**src/core/tcc_pkg.sv**
```systemverilog
// Package with register map, field layout and mode encodings for the 8-bit timer/counter compare unit.
package tcc_pkg;

   // ==========================================================
   // Register offsets (byte addresses, one word each)
   localparam logic [7:0] ADDR_CTRL    = 8'h00;
   localparam logic [7:0] ADDR_COUNT   = 8'h04;
   localparam logic [7:0] ADDR_COMPARE = 8'h08;
   localparam logic [7:0] ADDR_FLAGS   = 8'h0c;
   localparam logic [7:0] ADDR_MASK    = 8'h10;
   localparam logic [7:0] ADDR_ASYNC   = 8'h14;
   localparam logic [7:0] ADDR_PORT    = 8'h18;

   // ==========================================================
   // Control register field positions
   localparam int CTRL_CS_LSB  = 0;
   localparam int CTRL_WGM_LSB = 3;
   localparam int CTRL_COM_LSB = 5;
   localparam int CTRL_FOC_BIT = 7;

   // Flag and mask bit positions
   localparam int FLAG_OVF_BIT = 0;
   localparam int FLAG_CMP_BIT = 1;

   // Port register bit positions
   localparam int PORT_VAL_BIT = 0;
   localparam int PORT_DIR_BIT = 1;

   // ==========================================================
   // Reset values and counter extremes
   localparam logic [7:0] RST_BYTE    = 8'h00;
   localparam logic [7:0] COUNT_MAX   = 8'hff;
   localparam logic [7:0] COUNT_BOT   = 8'h00;
   localparam logic [2:0] CS_STOPPED  = 3'h0;

   // Prescaler width, set by the widest tap of clock select 2..7.
   localparam int PRE_W = 10;

   // ==========================================================
   typedef enum logic [1:0]
   {
      TCC_WGM_NORMAL = 2'b00,
      TCC_WGM_PHASE  = 2'b01,
      TCC_WGM_CTC    = 2'b10,
      TCC_WGM_FAST   = 2'b11
   } tcc_wgm_t;

   typedef enum logic [1:0]
   {
      TCC_COM_OFF    = 2'b00,
      TCC_COM_TOGGLE = 2'b01,
      TCC_COM_CLEAR  = 2'b10,
      TCC_COM_SET    = 2'b11
   } tcc_com_t;

   // Wishbone request from the bus master.
   typedef struct packed
   {
      logic        cyc;
      logic        stb;
      logic        we;
      logic [3:0]  sel;
      logic [7:0]  adr;
      logic [31:0] dat;
   } tcc_wb_req_t;

   // Wishbone answer to the bus master.
   typedef struct packed
   {
      logic        ack;
      logic [31:0] dat;
   } tcc_wb_rsp_t;

endpackage

```
**src/core/tcc_timer.sv**
```systemverilog
// 8-bit timer/counter with one output compare channel behind a classic Wishbone slave.
`timescale 1ns/1ps
// What this block does
// - Timer ticks come from the core clock unless async select picks the crystal.
// - Each tick clears, increments or decrements the counter by one per mode.
// - Clock select zero produces no tick and the counter stays stopped.
// - Software reads and writes the counter whether or not ticks arrive.
// - A software counter write beats any same-cycle clear or count.
// - Waveform mode picks the count sequence; output mode never affects counting.
// - Counter equal compare value sets the compare flag at the next tick.
// - Enabled compare flag raises an interrupt; service or writing one clears it.
// - PWM modes double buffer compare value, loaded at top or bottom.
// - Compare writes go to buffer when buffering, else to the live register.
// - Non-PWM force strobe acts on output like a match, no flag, no clear.
// - A counter write blocks the compare flag and output action at the next tick, not the clear-on-match.
// - Output state is kept across waveform mode changes.
// - Output mode is unbuffered and governs the first match after the write.
// - Nonzero output mode puts compare output on the pin; direction stays separate.
// - Output mode zero leaves the output state unchanged on match.
// - Normal mode counts up and wraps from ff to 00.
// - Normal mode sets overflow flag when counter becomes zero; counting never clears it.
// - Overflow flag can raise an interrupt and is cleared on service.
// - Clear-on-match mode resets counter to zero when it equals compare value.
// - Fast PWM counts 0..255; mode 2 clears on match sets at bottom, 3 inverts.
// - Phase correct counts up, down; overflow at zero; output changes both directions.
// - Non-PWM output mode one toggles output state at each match.

module tcc_timer
(
   // Clock and reset
   input  wire logic                 core_clk_i,
   input  wire logic                 nrst_i,
   // Wishbone slave
   input  wire tcc_pkg::tcc_wb_req_t wb_req_i,
   output tcc_pkg::tcc_wb_rsp_t      wb_rsp_o,
   // Crystal oscillator and interrupt service
   input  wire logic                 crystal_pin_in_i,
   input  wire logic                 ovf_irq_ack_i,
   input  wire logic                 cmp_irq_ack_i,
   // Interrupt requests
   output logic                      ovf_irq_o,
   output logic                      cmp_irq_o,
   // Output compare pin
   output logic                      compare_output_o,
   output logic                      compare_output_oe_n_o
);
   import tcc_pkg::*;

   // ==========================================================
   // Registers
   logic [2:0]      clock_select_field;
   tcc_wgm_t        waveform_mode_field;
   tcc_com_t        output_mode_field;
   logic [7:0]      count_value;
   logic [7:0]      compare_value;
   logic [7:0]      compare_buffer;
   logic            overflow_flag;
   logic            compare_match_flag;
   logic            compare_irq_enable;
   logic            overflow_irq_enable;
   logic            async_clock_select;
   logic            port_value;
   logic            output_pin_direction_bit;
   logic            oc_state;
   logic            count_down;
   logic            block_match;
   logic            ack;
   logic [31:0]     rdata;
   logic [PRE_W-1:0] prescale;
   logic [1:0]      xtal_sync;
   logic            xtal_prev;

   // ==========================================================
   // Bus decode
   wire   bus_req    = wb_req_i.cyc & wb_req_i.stb & ~ack;
   wire   bus_wr     = bus_req & wb_req_i.we & wb_req_i.sel[0];
   wire   wr_ctrl    = bus_wr & (wb_req_i.adr == ADDR_CTRL);
   wire   wr_count   = bus_wr & (wb_req_i.adr == ADDR_COUNT);
   wire   wr_compare = bus_wr & (wb_req_i.adr == ADDR_COMPARE);
   wire   wr_flags   = bus_wr & (wb_req_i.adr == ADDR_FLAGS);
   wire   wr_mask    = bus_wr & (wb_req_i.adr == ADDR_MASK);
   wire   wr_async   = bus_wr & (wb_req_i.adr == ADDR_ASYNC);
   wire   wr_port    = bus_wr & (wb_req_i.adr == ADDR_PORT);
   wire [7:0] wdat   = wb_req_i.dat[7:0];

   // ==========================================================
   // Tick generation
   // The crystal is sampled in the core domain, so it must run below half the core rate.
   wire   xtal_rise  = xtal_sync[1] & ~xtal_prev;
   wire   base_tick  = async_clock_select ? xtal_rise : 1'b1;
   wire [PRE_W-1:0] next_prescale = base_tick ? prescale + 1'b1 : prescale;

   function automatic logic tap_hit(input logic [PRE_W-1:0] p, input int bits);
      tap_hit = (p & ((PRE_W)'((1 << bits) - 1))) == '0;
   endfunction

   logic timer_tick;
   always_comb
   begin
      case (clock_select_field)
         3'h0:    timer_tick = 1'b0;
         3'h1:    timer_tick = base_tick;
         3'h2:    timer_tick = base_tick & tap_hit(next_prescale, 3);
         3'h3:    timer_tick = base_tick & tap_hit(next_prescale, 5);
         3'h4:    timer_tick = base_tick & tap_hit(next_prescale, 6);
         3'h5:    timer_tick = base_tick & tap_hit(next_prescale, 7);
         3'h6:    timer_tick = base_tick & tap_hit(next_prescale, 8);
         3'h7:    timer_tick = base_tick & tap_hit(next_prescale, 10);
         default: timer_tick = 1'b0;
      endcase
   end

   // ==========================================================
   // Counter sequencing
   wire   is_pwm     = (waveform_mode_field == TCC_WGM_PHASE) | (waveform_mode_field == TCC_WGM_FAST);
   wire   at_max     = (count_value == COUNT_MAX);
   wire   at_bot     = (count_value == COUNT_BOT);
   wire   raw_match  = (count_value == compare_value);
   wire   match_ev   = timer_tick & raw_match & ~block_match;
   wire   ctc_clear  = (waveform_mode_field == TCC_WGM_CTC) & raw_match;
   wire   phase_down = count_down ? ~at_bot : at_max;
   wire   next_dir   = (waveform_mode_field == TCC_WGM_PHASE) ? phase_down : 1'b0;

   logic [7:0] next_count;
   always_comb
   begin
      case (waveform_mode_field)
         TCC_WGM_NORMAL: next_count = count_value + 8'h01;
         TCC_WGM_PHASE:  next_count = next_dir ? count_value - 8'h01 : count_value + 8'h01;
         TCC_WGM_CTC:    next_count = ctc_clear ? COUNT_BOT : count_value + 8'h01;
         TCC_WGM_FAST:   next_count = at_max ? COUNT_BOT : count_value + 8'h01;
         default:        next_count = count_value + 8'h01;
      endcase
   end

   // A clear on match is no overflow; only leaving the top or reaching bottom on the way down is.
   wire   ovf_ev     = timer_tick & (next_count == COUNT_BOT) & ~wr_count
                       & (at_max | (waveform_mode_field == TCC_WGM_PHASE));
   // Buffer loads at bottom in fast mode and at top in phase mode.
   wire   buf_load   = timer_tick & ~wr_count
                       & ((waveform_mode_field == TCC_WGM_FAST) ? at_max : at_max & ~count_down);

   // ==========================================================
   // Waveform output
   wire   force_ev   = wr_ctrl & wdat[CTRL_FOC_BIT] & ~is_pwm;
   tcc_com_t act_com;
   assign act_com = force_ev ? tcc_com_t'(wdat[CTRL_COM_LSB +: 2]) : output_mode_field;

   logic next_oc;
   always_comb
   begin
      next_oc = oc_state;
      if ((match_ev | force_ev) & ~is_pwm)
      begin
         case (act_com)
            TCC_COM_TOGGLE: next_oc = ~oc_state;
            TCC_COM_CLEAR:  next_oc = 1'b0;
            TCC_COM_SET:    next_oc = 1'b1;
            default:        next_oc = oc_state;
         endcase
      end
      else if (is_pwm & timer_tick & ~wr_count)
      begin
         if (match_ev & (act_com == TCC_COM_TOGGLE) & (waveform_mode_field == TCC_WGM_FAST))
            next_oc = ~oc_state;
         else if (match_ev & act_com[1])
            next_oc = act_com[0] ^ ((waveform_mode_field == TCC_WGM_PHASE) & count_down);
         else if ((waveform_mode_field == TCC_WGM_FAST) & at_max & act_com[1])
            next_oc = ~act_com[0];
      end
   end

   // ==========================================================
   // Read mux
   logic [7:0] rd_byte;
   always_comb
   begin
      case (wb_req_i.adr)
         ADDR_CTRL:    rd_byte = {1'b0, output_mode_field, waveform_mode_field, clock_select_field};
         ADDR_COUNT:   rd_byte = count_value;
         ADDR_COMPARE: rd_byte = is_pwm ? compare_buffer : compare_value;
         ADDR_FLAGS:   rd_byte = {6'h00, compare_match_flag, overflow_flag};
         ADDR_MASK:    rd_byte = {6'h00, compare_irq_enable, overflow_irq_enable};
         ADDR_ASYNC:   rd_byte = {7'h00, async_clock_select};
         ADDR_PORT:    rd_byte = {6'h00, output_pin_direction_bit, port_value};
         default:      rd_byte = RST_BYTE;
      endcase
   end

   // ==========================================================
   // State registers
   always_ff @(posedge core_clk_i or negedge nrst_i)
   begin
      if (!nrst_i)
      begin
         xtal_sync <= 2'b00;
         xtal_prev <= 1'b0;
         prescale  <= '0;
         ack       <= 1'b0;
         rdata     <= '0;
      end
      else
      begin
         xtal_sync <= {xtal_sync[0], crystal_pin_in_i};
         xtal_prev <= xtal_sync[1];
         prescale  <= (clock_select_field == CS_STOPPED) ? '0 : next_prescale;
         ack       <= bus_req;
         rdata     <= {24'h000000, rd_byte};
      end
   end

   always_ff @(posedge core_clk_i or negedge nrst_i)
   begin
      if (!nrst_i)
      begin
         count_value <= RST_BYTE;
         count_down  <= 1'b0;
         block_match <= 1'b0;
      end
      else
      begin
         if (wr_count)
            count_value <= wdat;
         else if (timer_tick)
            count_value <= next_count;
         if (timer_tick & ~wr_count)
            count_down <= next_dir;
         if (wr_count)
            block_match <= 1'b1;
         else if (timer_tick)
            block_match <= 1'b0;
      end
   end

   always_ff @(posedge core_clk_i or negedge nrst_i)
   begin
      if (!nrst_i)
      begin
         compare_value  <= RST_BYTE;
         compare_buffer <= RST_BYTE;
      end
      else
      begin
         if (wr_compare)
            compare_buffer <= wdat;
         if (wr_compare & ~is_pwm)
            compare_value <= wdat;
         else if (buf_load)
            compare_value <= compare_buffer;
      end
   end

   always_ff @(posedge core_clk_i or negedge nrst_i)
   begin
      if (!nrst_i)
      begin
         clock_select_field       <= CS_STOPPED;
         waveform_mode_field      <= TCC_WGM_NORMAL;
         output_mode_field        <= TCC_COM_OFF;
         compare_irq_enable       <= 1'b0;
         overflow_irq_enable      <= 1'b0;
         async_clock_select       <= 1'b0;
         port_value               <= 1'b0;
         output_pin_direction_bit <= 1'b0;
         oc_state                 <= 1'b0;
      end
      else
      begin
         if (wr_ctrl)
         begin
            clock_select_field  <= wdat[CTRL_CS_LSB +: 3];
            waveform_mode_field <= tcc_wgm_t'(wdat[CTRL_WGM_LSB +: 2]);
            output_mode_field   <= tcc_com_t'(wdat[CTRL_COM_LSB +: 2]);
         end
         if (wr_mask)
         begin
            overflow_irq_enable <= wdat[FLAG_OVF_BIT];
            compare_irq_enable  <= wdat[FLAG_CMP_BIT];
         end
         if (wr_async)
            async_clock_select <= wdat[0];
         if (wr_port)
         begin
            port_value               <= wdat[PORT_VAL_BIT];
            output_pin_direction_bit <= wdat[PORT_DIR_BIT];
         end
         oc_state <= next_oc;
      end
   end

   // Hardware set wins over a clear in the same cycle.
   always_ff @(posedge core_clk_i or negedge nrst_i)
   begin
      if (!nrst_i)
      begin
         overflow_flag      <= 1'b0;
         compare_match_flag <= 1'b0;
      end
      else
      begin
         if (ovf_ev)
            overflow_flag <= 1'b1;
         else if ((wr_flags & wdat[FLAG_OVF_BIT]) | (ovf_irq_ack_i & ovf_irq_o))
            overflow_flag <= 1'b0;
         if (match_ev)
            compare_match_flag <= 1'b1;
         else if ((wr_flags & wdat[FLAG_CMP_BIT]) | (cmp_irq_ack_i & cmp_irq_o))
            compare_match_flag <= 1'b0;
      end
   end

   // ==========================================================
   // Outputs
   assign wb_rsp_o              = '{ack: ack, dat: rdata};
   assign ovf_irq_o             = overflow_flag & overflow_irq_enable;
   assign cmp_irq_o             = compare_match_flag & compare_irq_enable;
   assign compare_output_o      = (output_mode_field != TCC_COM_OFF) ? oc_state : port_value;
   assign compare_output_oe_n_o = ~output_pin_direction_bit;

   // ==========================================================
   // Checks
   chk_stop_holds: assert property (@(posedge core_clk_i) disable iff (!nrst_i)
      (clock_select_field == CS_STOPPED) && !wr_count |=> $stable(count_value))
      else $error("counter moved while stopped");
   chk_write_wins: assert property (@(posedge core_clk_i) disable iff (!nrst_i)
      wr_count |=> count_value == $past(wdat))
      else $error("counter write lost");
   chk_match_flag: assert property (@(posedge core_clk_i) disable iff (!nrst_i)
      timer_tick && raw_match && !block_match |=> compare_match_flag)
      else $error("match did not set flag");
   chk_block_match: assert property (@(posedge core_clk_i) disable iff (!nrst_i)
      wr_count && !compare_match_flag ##1 (timer_tick && !wr_flags) |=> !$rose(compare_match_flag))
      else $error("match not blocked after counter write");
   chk_normal_wrap: assert property (@(posedge core_clk_i) disable iff (!nrst_i)
      timer_tick && !wr_count && waveform_mode_field == TCC_WGM_NORMAL && at_max |=> count_value == COUNT_BOT)
      else $error("normal mode did not wrap");
   chk_ctc_clear: assert property (@(posedge core_clk_i) disable iff (!nrst_i)
      timer_tick && !wr_count && waveform_mode_field == TCC_WGM_CTC && raw_match |=> count_value == COUNT_BOT)
      else $error("clear-on-match mode did not clear");
   chk_fast_bottom: assert property (@(posedge core_clk_i) disable iff (!nrst_i)
      timer_tick && !wr_count && waveform_mode_field == TCC_WGM_FAST && at_max |=> count_value == COUNT_BOT)
      else $error("fast mode did not restart at bottom");
   chk_cmp_service: assert property (@(posedge core_clk_i) disable iff (!nrst_i)
      cmp_irq_ack_i && cmp_irq_o && !match_ev |=> !compare_match_flag)
      else $error("serviced compare flag not cleared");
   chk_ovf_set: assert property (@(posedge core_clk_i) disable iff (!nrst_i)
      ovf_ev |=> overflow_flag)
      else $error("overflow flag not set");
   chk_cmp_irq: assert property (@(posedge core_clk_i) disable iff (!nrst_i)
      compare_match_flag && compare_irq_enable |-> cmp_irq_o)
      else $error("compare interrupt missing");
   chk_force_noflag: assert property (@(posedge core_clk_i) disable iff (!nrst_i)
      force_ev && !match_ev && !compare_match_flag |=> !compare_match_flag)
      else $error("force set the compare flag");
   chk_pin_select: assert property (@(posedge core_clk_i) disable iff (!nrst_i)
      output_mode_field != TCC_COM_OFF |-> compare_output_o == oc_state)
      else $error("pin not driven by compare output");
   chk_com_off: assert property (@(posedge core_clk_i) disable iff (!nrst_i)
      output_mode_field == TCC_COM_OFF && !force_ev |=> oc_state == $past(oc_state))
      else $error("output state moved with mode off");
   chk_bus_ack: assert property (@(posedge core_clk_i) disable iff (!nrst_i)
      ack |=> !ack)
      else $error("ack held too long");

   cov_ovf:   cover property (@(posedge core_clk_i) disable iff (!nrst_i) ovf_ev);
   cov_match: cover property (@(posedge core_clk_i) disable iff (!nrst_i) match_ev && ctc_clear);
   cov_force: cover property (@(posedge core_clk_i) disable iff (!nrst_i) force_ev);
   cov_load:  cover property (@(posedge core_clk_i) disable iff (!nrst_i) buf_load);
   cov_top:   cover property (@(posedge core_clk_i) disable iff (!nrst_i)
      timer_tick && waveform_mode_field == TCC_WGM_PHASE && at_max);
endmodule

```
**config.mk**
```make
export PLATFORM = sky130hd
export DESIGN_NAME = tcc_timer
export DESIGN_NICKNAME = d
export VERILOG_FILES = /design/src/core/tcc_pkg.sv /design/src/core/tcc_timer.sv
export SDC_FILE = /design/constraint.sdc
export NUM_CORES = 1
export LEC_CHECK = 0
export ABC_AREA = 1
export BUFFER_PORTS_ARGS = -buffer_cell sky130_fd_sc_hd__clkbuf_2
export CORE_MARGIN = 2
export CORE_UTILIZATION = 50
export CTS_CLUSTER_DIAMETER = 200
export DETAILED_ROUTE_END_ITERATION = 8
export PLACE_DENSITY = 0.82
export SLEW_MARGIN = 25
export SYNTH_ARGS = -nofsm -noshare
export SYNTH_HDL_FRONTEND = slang
export SYNTH_SLANG_ARGS = --single-unit
```
**constraint.sdc**
```tcl
create_clock -name core_clk_i -period 2.6 [get_ports core_clk_i]
set_input_delay 0.13 -clock core_clk_i [delete_from_list [all_inputs] [get_ports core_clk_i]]
set_output_delay 0.13 -clock core_clk_i [all_outputs]
set_load 0.02 [all_outputs]
```
Word-level counts from Yosys, hierarchy flattened
Cells that the tools add are included.
{"block": "totals", "reg_bits": 63, "latch_bits": 0, "ramBits": 0, "romBits": 0, "in_bits": 52, "output_inout_bits": 37, "word_cells": 157, "mem_count": 0}
{"block": "classes", "addsub": 3, "mul": 0, "n_div": 0, "order_cmp": 0, "n_eq_ne": 22, "n_shift": 0, "muxes": 31, "n_bitwise": 61, "n_reduce_logical": 19}
{"op": "$mux 8", "n": 8}
{"op": "$logic_not 10->1", "n": 6}
{"op": "$pmux 8 s7", "n": 1}
{"op": "$and 1x1->1", "n": 45}
{"op": "$pmux 8 s4", "n": 1}
{"op": "$eq 8x5->1 const B", "n": 3}
{"op": "$logic_not 8->1", "n": 3}
{"op": "$mux 10", "n": 2}
{"op": "$eq 8x4->1 const B", "n": 2}
{"op": "$mux 1", "n": 16}
{"op": "$eq 3x3->1 const B", "n": 4}
{"op": "$reduce_bool 2->1", "n": 6}
{"op": "$add 10x1->10 const B", "n": 1}
{"op": "$not 1->1", "n": 10}
{"op": "$add 8x1->8 const B", "n": 1}
{"op": "$eq 2x2->1 const B", "n": 4}
{"op": "$eq 8x3->1 const B", "n": 1}
{"op": "$eq 8x8->1", "n": 1}
{"op": "$eq 8x8->1 const B", "n": 1}
{"op": "$pmux 1 s8", "n": 1}
{"op": "$sub 8x1->8 const B", "n": 1}
{"op": "$eq 3x2->1 const B", "n": 2}
{"op": "$or 1x1->1", "n": 5}
{"op": "$eq 2x1->1 const B", "n": 2}
{"op": "9 further kinds", "n": 9}

Longest topological paths before layout
Gate-level depths: netlist of run 1.
{"block": "logic_depth", "word_depth": 14, "ltp_mapped": 20, "depth_no_buf": 20}

Worst setup path before layout of run 1
OpenSTA, ideal clock, no wires.
{"block": "synth_timing", "kind": "reg-to-reg", "from": "reg prescale[0]", "to": "reg compare_value[7]", "setup_time_ns": 0.142, "t_arrival_ns": 1.898, "t_required_ns": 2.458, "slack_ns": 0.560, "stages_incl_launch_ff": 16, "path_buffers": 0, "period_less_slack_ns": 2.040, "path_cell_list": "dfrtp_1 > ha_1 > inv_1 > nand2_1 > nand2_1 > nand2_1 > o21ai_1 > nand3b_1 > nor2_4 > nand2_4 > nor2_8 > o211ai_2 > nand2_2 > inv_2 > nand2_1 > o221ai_1"}
{"block": "synth_between", "elab_chain_len": 8, "elab_cells_between_ends": 18, "classes_between": "add/sub (1); mux (2); bitwise (8); reduce/logical (7)"}
{"element": "from (decl)", "line_no": "tcc_timer.sv:69", "source": "logic [PRE_W-1:0] prescale;"}
{"element": "from (signal assigned)", "line_no": "tcc_timer.sv:206", "source": "prescale <= (clock_select_field == CS_STOPPED) ? '0 : next_prescale;"}
{"element": "$add 10x1->10", "line_no": "tcc_timer.sv:91", "source": "wire [PRE_W-1:0] next_prescale = base_tick ? prescale + 1'b1 : prescale;"}
{"element": "$mux 10 (*)", "line_no": "tcc_timer.sv:91"}
{"element": "$logic_not 10->1", "line_no": "tcc_timer.sv:94", "source": "tap_hit = (p & ((PRE_W)'((1 << bits) - 1))) == '0;"}
{"element": "$and 1x1->1, or another cell as far along", "line_no": "tcc_timer.sv:108", "source": "3'h7: timer_tick = base_tick & tap_hit(next_prescale, 10);"}
{"element": "$pmux 1 s8 (*)", "line_no": "tcc_timer.sv:100", "source": "case (clock_select_field)"}
{"element": "$and 1x1->1 (*)", "line_no": "tcc_timer.sv:140", "source": "wire buf_load = timer_tick & ~wr_count"}
{"element": "$and 1x1->1 (*)", "line_no": "tcc_timer.sv:141", "source": "& ((waveform_mode_field == TCC_WGM_FAST) ? at_max : at_max & ~count_down);"}
{"element": "$reduce_bool 2->1 (no line) (*)"}
{"element": "to (signal assigned)", "line_no": "tcc_timer.sv:247", "source": "compare_value <= wdat;"}
{"element": "to (signal assigned)", "line_no": "tcc_timer.sv:249", "source": "compare_value <= compare_buffer;"}
{"element": "to (decl)", "line_no": "tcc_timer.sv:55", "source": "logic [7:0] compare_value;"}
Every way passes the cells marked *; elsewhere a longest branch is shown, timed or not.
A chain may end at the register's enable or synchronous reset.

Worst setup path in the final report of run 1
{"block": "layout_timing", "from": "reg count_value[5]", "to": "reg overflow_flag"}
{"block": "layout_between", "elab_chain_len": 11, "elab_cells_between_ends": 20, "classes_between": "add/sub (2); eq/ne (2); mux (7); bitwise (6); reduce/logical (3)"}
{"element": "from (decl)", "line_no": "tcc_timer.sv:54", "source": "logic [7:0] count_value;"}
{"element": "from (signal assigned)", "line_no": "tcc_timer.sv:223", "source": "count_value <= wdat;"}
{"element": "from (signal assigned)", "line_no": "tcc_timer.sv:225", "source": "count_value <= next_count;"}
{"element": "branches (longest 9 deep; another with $add 8x1->8)"}
{"element": "$and 1x1->1 (*)", "line_no": "tcc_timer.sv:138", "source": "& (at_max | (waveform_mode_field == TCC_WGM_PHASE));"}
{"element": "$mux 1 or $reduce_bool 2->1 (tied branches)"}
{"element": "to (signal assigned)", "line_no": "tcc_timer.sv:296", "source": "overflow_flag <= 1'b0;"}
{"element": "to (signal assigned)", "line_no": "tcc_timer.sv:302", "source": "overflow_flag <= 1'b1;"}
{"element": "to (signal assigned)", "line_no": "tcc_timer.sv:304", "source": "overflow_flag <= 1'b0;"}
{"element": "to (decl)", "line_no": "tcc_timer.sv:57", "source": "logic overflow_flag;"}
Every way passes the cells marked *.

==> run_summary.xml, run 1 <==
<?xml version="1.0" encoding="UTF-8"?>
<metrics>
  <group name="synth">
    <metric name="synth_edf_count" unit="">0</metric>
    <metric name="postSynth.asyncResetShare" unit="">1.00</metric>
    <metric name="synth_seq_area_share" unit="">0.382</metric>
    <metric name="yosysWarnings" unit="">0</metric>
    <metric name="synth_area_per_cell" unit="um2">7.46</metric>
    <metric name="synth_cell_types" unit="">46</metric>
    <metric name="ys_dominant_reg_cell" unit="">sky130_fd_sc_hd__dfrtp_1</metric>
    <metric name="post_synth_instance_area" unit="um2">4130</metric>
    <metric name="synthCells" unit="">554</metric>
    <metric name="synth-seq-cells" unit="">63</metric>
  </group>
  <group name="die">
    <metric name="io-pin-count" unit="">89</metric>
    <metric name="num_rows" unit="">33</metric>
    <metric name="chipWidth" unit="um">94.9</metric>
    <metric name="floorplan.die.height" unit="um">94.9</metric>
    <metric name="die_area" unit="um2">9010</metric>
    <metric name="floorplan.core_area" unit="um2">8090</metric>
    <metric name="initial_utilization" unit="">0.511</metric>
  </group>
  <group name="drt">
    <metric name="drt_pass1_iterations" unit="">5</metric>
    <metric name="route.antenna.remaining_nets" unit="">0</metric>
    <metric name="routedWlPerCell" unit="um">14.9</metric>
    <metric name="residual_drc" unit="">0</metric>
    <metric name="drtIter0Drc" unit="">398</metric>
    <metric name="routed_via_density" unit="">5.48</metric>
    <metric name="vias" unit="">3907</metric>
    <metric name="total_routed_wirelength" unit="um">10600</metric>
  </group>
  <group name="clock_tree">
    <metric name="max-clock-path-buffers" unit="">2</metric>
    <metric name="root_buffer" unit="">sky130_fd_sc_hd__clkbuf_8</metric>
    <metric name="clock_insertion_delay_worst_skew" unit="ps">350</metric>
    <metric name="clkSinkCount" unit="">63</metric>
    <metric name="cts_buf_count" unit="">9</metric>
    <metric name="register_clock_pin_slew_on_the_reported_worst_setup_and_hold_paths" unit="ps">70</metric>
    <metric name="cts_tree" unit="">built</metric>
    <metric name="h_tree_depth" unit="">3</metric>
  </group>
  <group name="timing">
    <metric name="final.setup.tns" unit="ps">0</metric>
    <metric name="timing_worst_slew_pin_value" unit="ps">798</metric>
    <metric name="worst_slew_margin_rel" unit="">0.468</metric>
    <metric name="slew_viol_final" unit="">0</metric>
    <metric name="fmaxAchievable" unit="GHz">0.413</metric>
    <metric name="worst_clock_skew" unit="ps">16.8</metric>
    <metric name="final_period_minus_worst_setup_slack" unit="ps">2420</metric>
    <metric name="final_hold_viol_count" unit="">0</metric>
    <metric name="unrepaired_setup_endpoints_after_global_routing" unit="">no</metric>
    <metric name="setup_violations" unit="">0</metric>
    <metric name="share_of_the_cycle_needed_by_the_critical_path_after_routing" unit="">0.930</metric>
  </group>
  <group name="critical_path">
    <metric name="timing.setup.critical_path_class" unit="">reg -&gt; reg</metric>
    <metric name="worst_setup_path_end_kind" unit="">register</metric>
    <metric name="crit_start" unit="">count_value[5]</metric>
    <metric name="cp_data_arrival_time" unit="ps">2700</metric>
    <metric name="critPathRequiredTime" unit="ps">2890</metric>
    <metric name="crit-reg2reg-launch" unit="">count_value[5]</metric>
    <metric name="crit_fanout" unit="">6</metric>
    <metric name="crit_path_start_kind" unit="">register</metric>
  </group>
  <group name="final_layout">
    <metric name="num_antenna_cells" unit="">0</metric>
    <metric name="area_delta_synth_final" unit="%">11.9</metric>
    <metric name="layout-drive-gt1-share" unit="">0.163</metric>
    <metric name="stdcell_count" unit="">713</metric>
    <metric name="finish.net_count" unit="">659</metric>
  </group>
  <group name="power_and_ir_drop">
    <metric name="vdd_ir_drop_max" unit="mV">0.365</metric>
    <metric name="static-leakage-power" unit="nW">2.22</metric>
    <metric name="total_power_density_per_cell_area" unit="nW/um2">520</metric>
  </group>
  <group name="placed_design">
    <metric name="dp_cells" unit="">690</metric>
    <metric name="io_buffer_count" unit="">37</metric>
    <metric name="dpl.hpwl" unit="um">7850</metric>
    <metric name="gp_routability_congestion" unit="">0.961</metric>
  </group>
  <group name="status">
    <metric name="status" unit="">finished, final reports clean</metric>
  </group>
  <group name="global_route">
    <metric name="via_count_of_the_first_global_routing_pass" unit="">3652</metric>
    <metric name="grt_pass1_wl" unit="um">17500</metric>
    <metric name="grt.overflow.total" unit="">0</metric>
    <metric name="antenna_found_initial" unit="">0</metric>
    <metric name="groute.usage.overall" unit="">0.254</metric>
    <metric name="grt_start_max_net_pins" unit="">64</metric>
  </group>
  <group name="job">
    <metric name="drv.max_cap_violation_count" unit="">0</metric>
  </group>
  <group name="worst_hold_path">
    <metric name="worstHoldPathType" unit="">in -&gt; reg</metric>
    <metric name="holdCritStartpoint" unit="">wb_req_i[4]</metric>
  </group>
</metrics>
## cells in the mapped netlist, types with 2 or more instances
master / count / area [um2]
sky130_fd_sc_hd__ha_1: 4 / 50.1
sky130_fd_sc_hd__o221ai_1: 16 / 140
sky130_fd_sc_hd__nand3_1: 27 / 135
sky130_fd_sc_hd__buf_2: 4 / 20.0
sky130_fd_sc_hd__or2_2: 2 / 12.5
sky130_fd_sc_hd__nor3_2: 2 / 20.0
sky130_fd_sc_hd__o21ai_1: 2 / 10.0
sky130_fd_sc_hd__o211ai_1: 6 / 45.0
sky130_fd_sc_hd__a221oi_1: 3 / 26.3
sky130_fd_sc_hd__clkinv_1: 2 / 7.51
sky130_fd_sc_hd__nor2_4: 7 / 78.8
sky130_fd_sc_hd__nor2_1: 45 / 169
sky130_fd_sc_hd__inv_2: 2 / 7.51
sky130_fd_sc_hd__o21ai_0: 41 / 205
sky130_fd_sc_hd__xnor2_1: 3 / 26.3
sky130_fd_sc_hd__clkbuf_1: 6 / 22.5
sky130_fd_sc_hd__nand3_2: 2 / 20.0
sky130_fd_sc_hd__inv_1: 77 / 289
sky130_fd_sc_hd__nand3b_1: 3 / 22.5
sky130_fd_sc_hd__nor2_2: 5 / 31.3
sky130_fd_sc_hd__nand2_1: 139 / 522
sky130_fd_sc_hd__nand2_2: 4 / 25.0
sky130_fd_sc_hd__o21ai_2: 3 / 26.3
sky130_fd_sc_hd__nor3_1: 9 / 45.0
sky130_fd_sc_hd__nand4_1: 10 / 62.6
sky130_fd_sc_hd__buf_4: 25 / 188
sky130_fd_sc_hd__dfrtp_1: 63 / 1580
sky130_fd_sc_hd__nand2_4: 5 / 56.3
sky130_fd_sc_hd__a31oi_1: 2 / 12.5
sky130_fd_sc_hd__xor2_1: 14 / 123
sky130_fd_sc_hd__a21oi_1: 6 / 30.0
## kinds of logic (layout without fill, tap and decap cells)
family | count (synthesis) | after routing | share of synthesized area
buffers and inverters | 117 | 148 | 0.131
and+or+nand+nor | 264 | 264 | 0.300
AOI/OAI and AO/OA | 88 | 88 | 0.139
adders and majority gates | 4 | 4 | 0.0121
DFF | 63 | 63 | 0.382
other | 1 | 24 | 0.000908
xor gates and xnor gates | 17 | 17 | 0.0360
## report_power, final
group / internal [W] / leakage, nW / switching, W
logic: 0.000160 / 1.29 / 0.000301
clock network: 0.000448 / 0.0968 / 0.000415
registers: 0.00102 / 0.831 / 0.0000644
total: 0.00163 / 2.22 / 0.000780
## worst paths after layout
path / slack, ps / cells after the start / end
max: 180 / 13 / overflow_flag
min: 60 / 3 / compare_value[4]
max reg2reg: 180 / 13 / overflow_flag
min reg2reg: 350 / 0 / xtal_sync[1]
max in group asynchronous: 1580 / 3 / rdata[4]
min in group asynchronous: 480 / 3 / prescale[6]
## worst max-delay path, stage by stage (launching register included)
cell,delay (ps)
sky130_fd_sc_hd__dfrtp_1,480
sky130_fd_sc_hd__xor2_1,200
sky130_fd_sc_hd__or2_1,250
sky130_fd_sc_hd__nor3_2,110
sky130_fd_sc_hd__nand2_1,140
sky130_fd_sc_hd__nand2_1,90
sky130_fd_sc_hd__nand2_1,90
sky130_fd_sc_hd__nor2_4,160
sky130_fd_sc_hd__nand2_1,120
sky130_fd_sc_hd__a21oi_2,190
sky130_fd_sc_hd__nand2_1,80
sky130_fd_sc_hd__nor3_1,200
sky130_fd_sc_hd__nand3_1,170
sky130_fd_sc_hd__nand2_1,90
## stage by stage
step           setup WS [ps]  area [um2]  total power, W  utilization  hold WS (ps)
4_1_cts                  192        4590         0.00240        0.567          52.3
6_report                 181        4620         0.00241        0.571          56.6
3_5_place_dp             217        4350         0.00155        0.537           240
3_3_place_gp             326        4350         0.00153        0.537           239
2_1_floorplan            560        4220         0.00143            -          -166
5_1_grt                 9.50        4620         0.00253        0.571          62.9
## timing repair
item / in CTS / in global routing
buffers inserted: 0 / 3
gates resized for setup: 0 / 4
hold buffers: 4 / 0
hold endpoints to repair: 65 / 0
setup endpoints to repair: 0 / 5
## final cells by class
type	instances	area, um2
clock buffer	10	128
clock inverter	6	68.8
fill	762	3470
inverter	82	310
multi-input combinational	397	2120
sequential	63	1580
tap	105	131
timing repair buffer	50	293
## sequential cells by signal (all words and copies together) (netlist names), 2 cells and up
name                 count
rdata                    8
xtal_sync                2
count_value              8
compare_buffer           8
waveform_mode_field      2
prescale                10
output_mode_field        2
clock_select_field       3
compare_value            8
## placed cells by master, fill, tap and decap left out, types with 2 or more instances in the layout
cell type                       Yosys  final
sky130_fd_sc_hd__xor2_1            14     14
sky130_fd_sc_hd__xnor2_1            3      3
sky130_fd_sc_hd__ha_1               4      4
sky130_fd_sc_hd__nor2_2             5      6
sky130_fd_sc_hd__nor2_4             7      7
sky130_fd_sc_hd__nand3_1           27     26
sky130_fd_sc_hd__inv_2              2      2
sky130_fd_sc_hd__nor3_2             2      2
sky130_fd_sc_hd__a31oi_1            2      2
sky130_fd_sc_hd__inv_1             77     77
sky130_fd_sc_hd__or2_2              2      2
sky130_fd_sc_hd__a221oi_1           3      3
sky130_fd_sc_hd__a21oi_1            6      6
sky130_fd_sc_hd__nand3b_1           3      3
sky130_fd_sc_hd__conb_1             1     24
sky130_fd_sc_hd__dfrtp_1           63     63
sky130_fd_sc_hd__buf_4             25      9
sky130_fd_sc_hd__nor2_1            45     44
sky130_fd_sc_hd__nand2_4            5      5
sky130_fd_sc_hd__clkbuf_2           0     37
sky130_fd_sc_hd__o21ai_2            3      3
sky130_fd_sc_hd__o221ai_1          16     16
sky130_fd_sc_hd__o211ai_1           6      6
sky130_fd_sc_hd__nand2_2            4      4
sky130_fd_sc_hd__o21ai_1            2      3
sky130_fd_sc_hd__o21ai_0           41     40
sky130_fd_sc_hd__clkinv_4           0      2
sky130_fd_sc_hd__clkinv_1           2      2
sky130_fd_sc_hd__nand2_1          139    139
sky130_fd_sc_hd__dlygate4sd3_1      0      4
sky130_fd_sc_hd__nor3_1             9      9
sky130_fd_sc_hd__clkbuf_8           0      9
sky130_fd_sc_hd__nand3_2            2      3
sky130_fd_sc_hd__nand4_1           10     10
## layer usage
| layer | up-vias | routed length [um] | track usage |
|---|---|---|---|
| li1 | 1852 | - | - |
| met1 | 1804 | 4320 | 0.331 |
| met2 | 207 | 5030 | 0.411 |
| met3 | 44 | 870 | 0.0431 |
| met4 | 0 | 389 | 0.124 |
| met5 | - | 0 | 0 |
(Power assumes the default switching activity.)
==> run 2, diff against run 1 <==
--- a/config.mk
+++ b/config.mk
@@ -6,6 +6,7 @@
 export NUM_CORES = 1
 export LEC_CHECK = 0
 export ABC_AREA = 1
+export ABC_CLOCK_PERIOD_IN_PS = 3000
 export BUFFER_PORTS_ARGS = -buffer_cell sky130_fd_sc_hd__clkbuf_2
 export CORE_MARGIN = 2
 export CORE_UTILIZATION = 50
==> constraint.sdc (replaced) <==
create_clock -name core_clk_i -period 3 [get_ports core_clk_i]
set_input_delay 0.15 -clock core_clk_i [delete_from_list [all_inputs] [get_ports core_clk_i]]
set_output_delay 0.15 -clock core_clk_i [all_outputs]
set_load 0.02 [all_outputs]
==> run 2 against run 1 <==
  * Via count fell by 2.3%
  * Worst setup slack better by 400 ps
  * Largest cell class unchanged
  * Fmax shrank 0.17%
  * First-iteration DRC count down 36%
  * Clock skew decreased by 9.6 ps
  * Routed wire length decreased by 5.4%
  * Highest routed layer unchanged
==> run_summary.xml, run 2 (synthesis results as in run 1) <==
<?xml version="1.0" encoding="UTF-8"?>
<metrics>
  <group name="power_and_ir_drop">
    <metric name="p_switching" unit="W">0.000682</metric>
    <metric name="cellInternalPower" unit="W">0.00132</metric>
    <metric name="pwr-share-clk" unit="">0.337</metric>
    <metric name="sequentialPowerShare" unit="">0.472</metric>
    <metric name="total_power_density_per_cell_area" unit="nW/um2">442</metric>
    <metric name="vdd_ir_drop_max" unit="mV">0.283</metric>
    <metric name="sw_frac_of_total" unit="">0.340</metric>
    <metric name="design_power_total" unit="W">0.00200</metric>
    <metric name="power.share.combinational" unit="">0.190</metric>
    <metric name="static-leakage-power" unit="nW">2.18</metric>
  </group>
  <group name="clock_tree">
    <metric name="cts.repair_timing.setup_buffer_count" unit="">0</metric>
    <metric name="clkSinkCount" unit="">63</metric>
    <metric name="cts_buf_count" unit="">9</metric>
    <metric name="root_buffer" unit="">sky130_fd_sc_hd__clkbuf_8</metric>
    <metric name="register_clock_pin_slew_on_the_reported_worst_setup_and_hold_paths" unit="ps">80</metric>
    <metric name="cts_tree" unit="">built</metric>
    <metric name="clock_insertion_delay_worst_skew" unit="ps">350</metric>
    <metric name="ctsResizeCount" unit="">0</metric>
    <metric name="h_tree_depth" unit="">3</metric>
    <metric name="max-clock-path-buffers" unit="">2</metric>
  </group>
  <group name="drt">
    <metric name="routed_via_density" unit="">5.41</metric>
    <metric name="route.antenna.remaining_nets" unit="">0</metric>
    <metric name="drt_pass1_iterations" unit="">5</metric>
    <metric name="routedWlPerCell" unit="um">14.2</metric>
    <metric name="total_routed_wirelength" unit="um">10000</metric>
    <metric name="vias" unit="">3818</metric>
    <metric name="residual_drc" unit="">0</metric>
    <metric name="drtIter0Drc" unit="">255</metric>
  </group>
  <group name="die">
    <metric name="floorplan.die.height" unit="um">94.9</metric>
    <metric name="num_rows" unit="">33</metric>
    <metric name="initial_utilization" unit="">0.511</metric>
    <metric name="chipWidth" unit="um">94.9</metric>
    <metric name="io-pin-count" unit="">89</metric>
    <metric name="floorplan.core_area" unit="um2">8090</metric>
    <metric name="die_area" unit="um2">9010</metric>
  </group>
  <group name="timing">
    <metric name="final.setup.tns" unit="ps">0</metric>
    <metric name="share_of_the_cycle_needed_by_the_critical_path_after_routing" unit="">0.808</metric>
    <metric name="unrepaired_setup_endpoints_after_global_routing" unit="">no</metric>
    <metric name="final_period_minus_worst_setup_slack" unit="ps">2420</metric>
    <metric name="slew_viol_final" unit="">0</metric>
    <metric name="worst_slew_margin_rel" unit="">0.464</metric>
    <metric name="timing_worst_slew_pin_value" unit="ps">804</metric>
    <metric name="fmaxAchievable" unit="GHz">0.413</metric>
    <metric name="setup_violations" unit="">0</metric>
    <metric name="worst_clock_skew" unit="ps">7.20</metric>
    <metric name="postLayoutSetupSlackWorst" unit="ps">577</metric>
    <metric name="final_hold_viol_count" unit="">0</metric>
  </group>
  <group name="critical_path">
    <metric name="worstSetupPathDepth" unit="">14</metric>
    <metric name="crit_path_start_kind" unit="">register</metric>
    <metric name="cp_data_arrival_time" unit="ps">2710</metric>
    <metric name="timing.critical_path.slowest_cell_delay" unit="ps">440</metric>
    <metric name="critPathRequiredTime" unit="ps">3290</metric>
    <metric name="worst_setup_path_end_kind" unit="">register</metric>
    <metric name="buffers_inverters_on_critical_path" unit="">3</metric>
    <metric name="crit_fanout" unit="">5</metric>
    <metric name="critPathTopFamily" unit="">simple AND/OR/NAND/NOR gates</metric>
    <metric name="timing.setup.critical_path_class" unit="">reg -&gt; reg</metric>
    <metric name="critPathSlowestCell" unit="">sky130_fd_sc_hd__dfrtp_1</metric>
    <metric name="r2r_cells" unit="">14</metric>
    <metric name="critical_path_cell_by_cell" unit="">ha_1 &gt; nand3_1 &gt; inv_1 &gt; nand2_1 &gt; inv_1 &gt; o21ai_0 &gt; nor2_1 &gt; inv_1 &gt; nor2_1 &gt; a21oi_2 &gt; nand2_1 &gt; nor3_1 &gt; nand3_1 &gt; nand2_1</metric>
  </group>
  <group name="placed_design">
    <metric name="gp_routability_congestion" unit="">1.01</metric>
    <metric name="io_buffer_count" unit="">37</metric>
    <metric name="dp_cells" unit="">688</metric>
    <metric name="dpl.hpwl" unit="um">7600</metric>
    <metric name="dp_worst_setup_slack" unit="ps">646</metric>
  </group>
  <group name="worst_hold_path">
    <metric name="min_delay_path_depth" unit="">3</metric>
    <metric name="worstHoldPathType" unit="">in -&gt; reg</metric>
  </group>
  <group name="final_layout">
    <metric name="final_common_cell" unit="">sky130_fd_sc_hd__nand2_1</metric>
    <metric name="fin_util" unit="">0.560</metric>
    <metric name="n_fill_cell" unit="">760</metric>
    <metric name="layout-drive-gt1-share" unit="">0.155</metric>
    <metric name="num_antenna_cells" unit="">0</metric>
    <metric name="area_delta_synth_final" unit="%">9.75</metric>
    <metric name="layout_common_cells" unit="">sky130_fd_sc_hd__nand2_1 (139), sky130_fd_sc_hd__inv_1 (77), sky130_fd_sc_hd__dfrtp_1 (63)</metric>
    <metric name="stdcell_count" unit="">706</metric>
    <metric name="max_reg_flops" unit="">10</metric>
    <metric name="finish.net_count" unit="">652</metric>
    <metric name="largest-register" unit="">prescale</metric>
  </group>
  <group name="global_route">
    <metric name="antenna_found_initial" unit="">0</metric>
    <metric name="grt.overflow.total" unit="">0</metric>
    <metric name="groute.usage.overall" unit="">0.246</metric>
    <metric name="grt_pass1_wl" unit="um">17100</metric>
    <metric name="grt_start_max_net_pins" unit="">64</metric>
    <metric name="via_count_of_the_first_global_routing_pass" unit="">3730</metric>
  </group>
  <group name="job">
    <metric name="drv.max_cap_violation_count" unit="">0</metric>
  </group>
  <group name="status">
    <metric name="status" unit="">finished, final reports clean</metric>
  </group>
</metrics>
-- run 2: cell type report --
type	instances	area (um2)	share of cell area
clock buffers	9	124	0.0273
clock inverters	7	56.3	0.0124
inverters	82	310	0.0684
multi-input cells	397	2100	0.463
flip-flops and latches	63	1580	0.348
well taps	105	131	0.0290
repair buffers	43	235	0.0519
-- run 2: path summary, 6_finish.rpt --
path                           startpoint  slack (ps)                end
setup / recovery           count_value[0]         580      overflow_flag
hold / removal               wb_req_i[45]          10                ack
setup reg to reg           count_value[0]         580      overflow_flag
hold reg to reg              xtal_sync[0]         360       xtal_sync[1]
max in group asynchronous          nrst_i        1960  compare_buffer[6]
min in group asynchronous          nrst_i         510        prescale[2]
-- run 2: worst min-delay path, cell delays in order --
cell and delay, ps:
sky130_fd_sc_hd__clkbuf_2 80, sky130_fd_sc_hd__nand2_1 60, sky130_fd_sc_hd__nor2_2 40
-- run 2: repair_timing --
action	in CTS	in global routing
endpoints found under the hold margin	2	0
hold buffers	2	0
endpoints found under the setup margin	0	0
-- run 2: metal layers --
| metal | global-route usage | share of wire |
|---|---|---|
| met4 | 0.133 | 0.038 |
| met3 | 0.0391 | 0.065 |
| met2 | 0.395 | 0.48 |
| met5 | 0 | 0 |
| met1 | 0.318 | 0.42 |
-- run 2: stage by stage --
step	area [um2]	hold WS (ps)
floorplan	4220	-146
global placement	4330	260
detailed placement	4330	267
CTS	4530	7.64
global route	4530	9.30
finish	4530	14.8
-- run 2: power by group through the flow --
| stage | clock network, W | registers (W) | logic (W) |
|---|---|---|---|
| 2_1_floorplan | 0 | 0.000924 | 0.000318 |
| 3_3_place_gp | 0 | 0.000960 | 0.000366 |
| 3_5_place_dp | 0 | 0.000960 | 0.000372 |
| 4_1_cts | 0.000691 | 0.000944 | 0.000375 |
| 5_1_grt | 0.000737 | 0.000953 | 0.000422 |
| 6_report | 0.000676 | 0.000946 | 0.000381 |
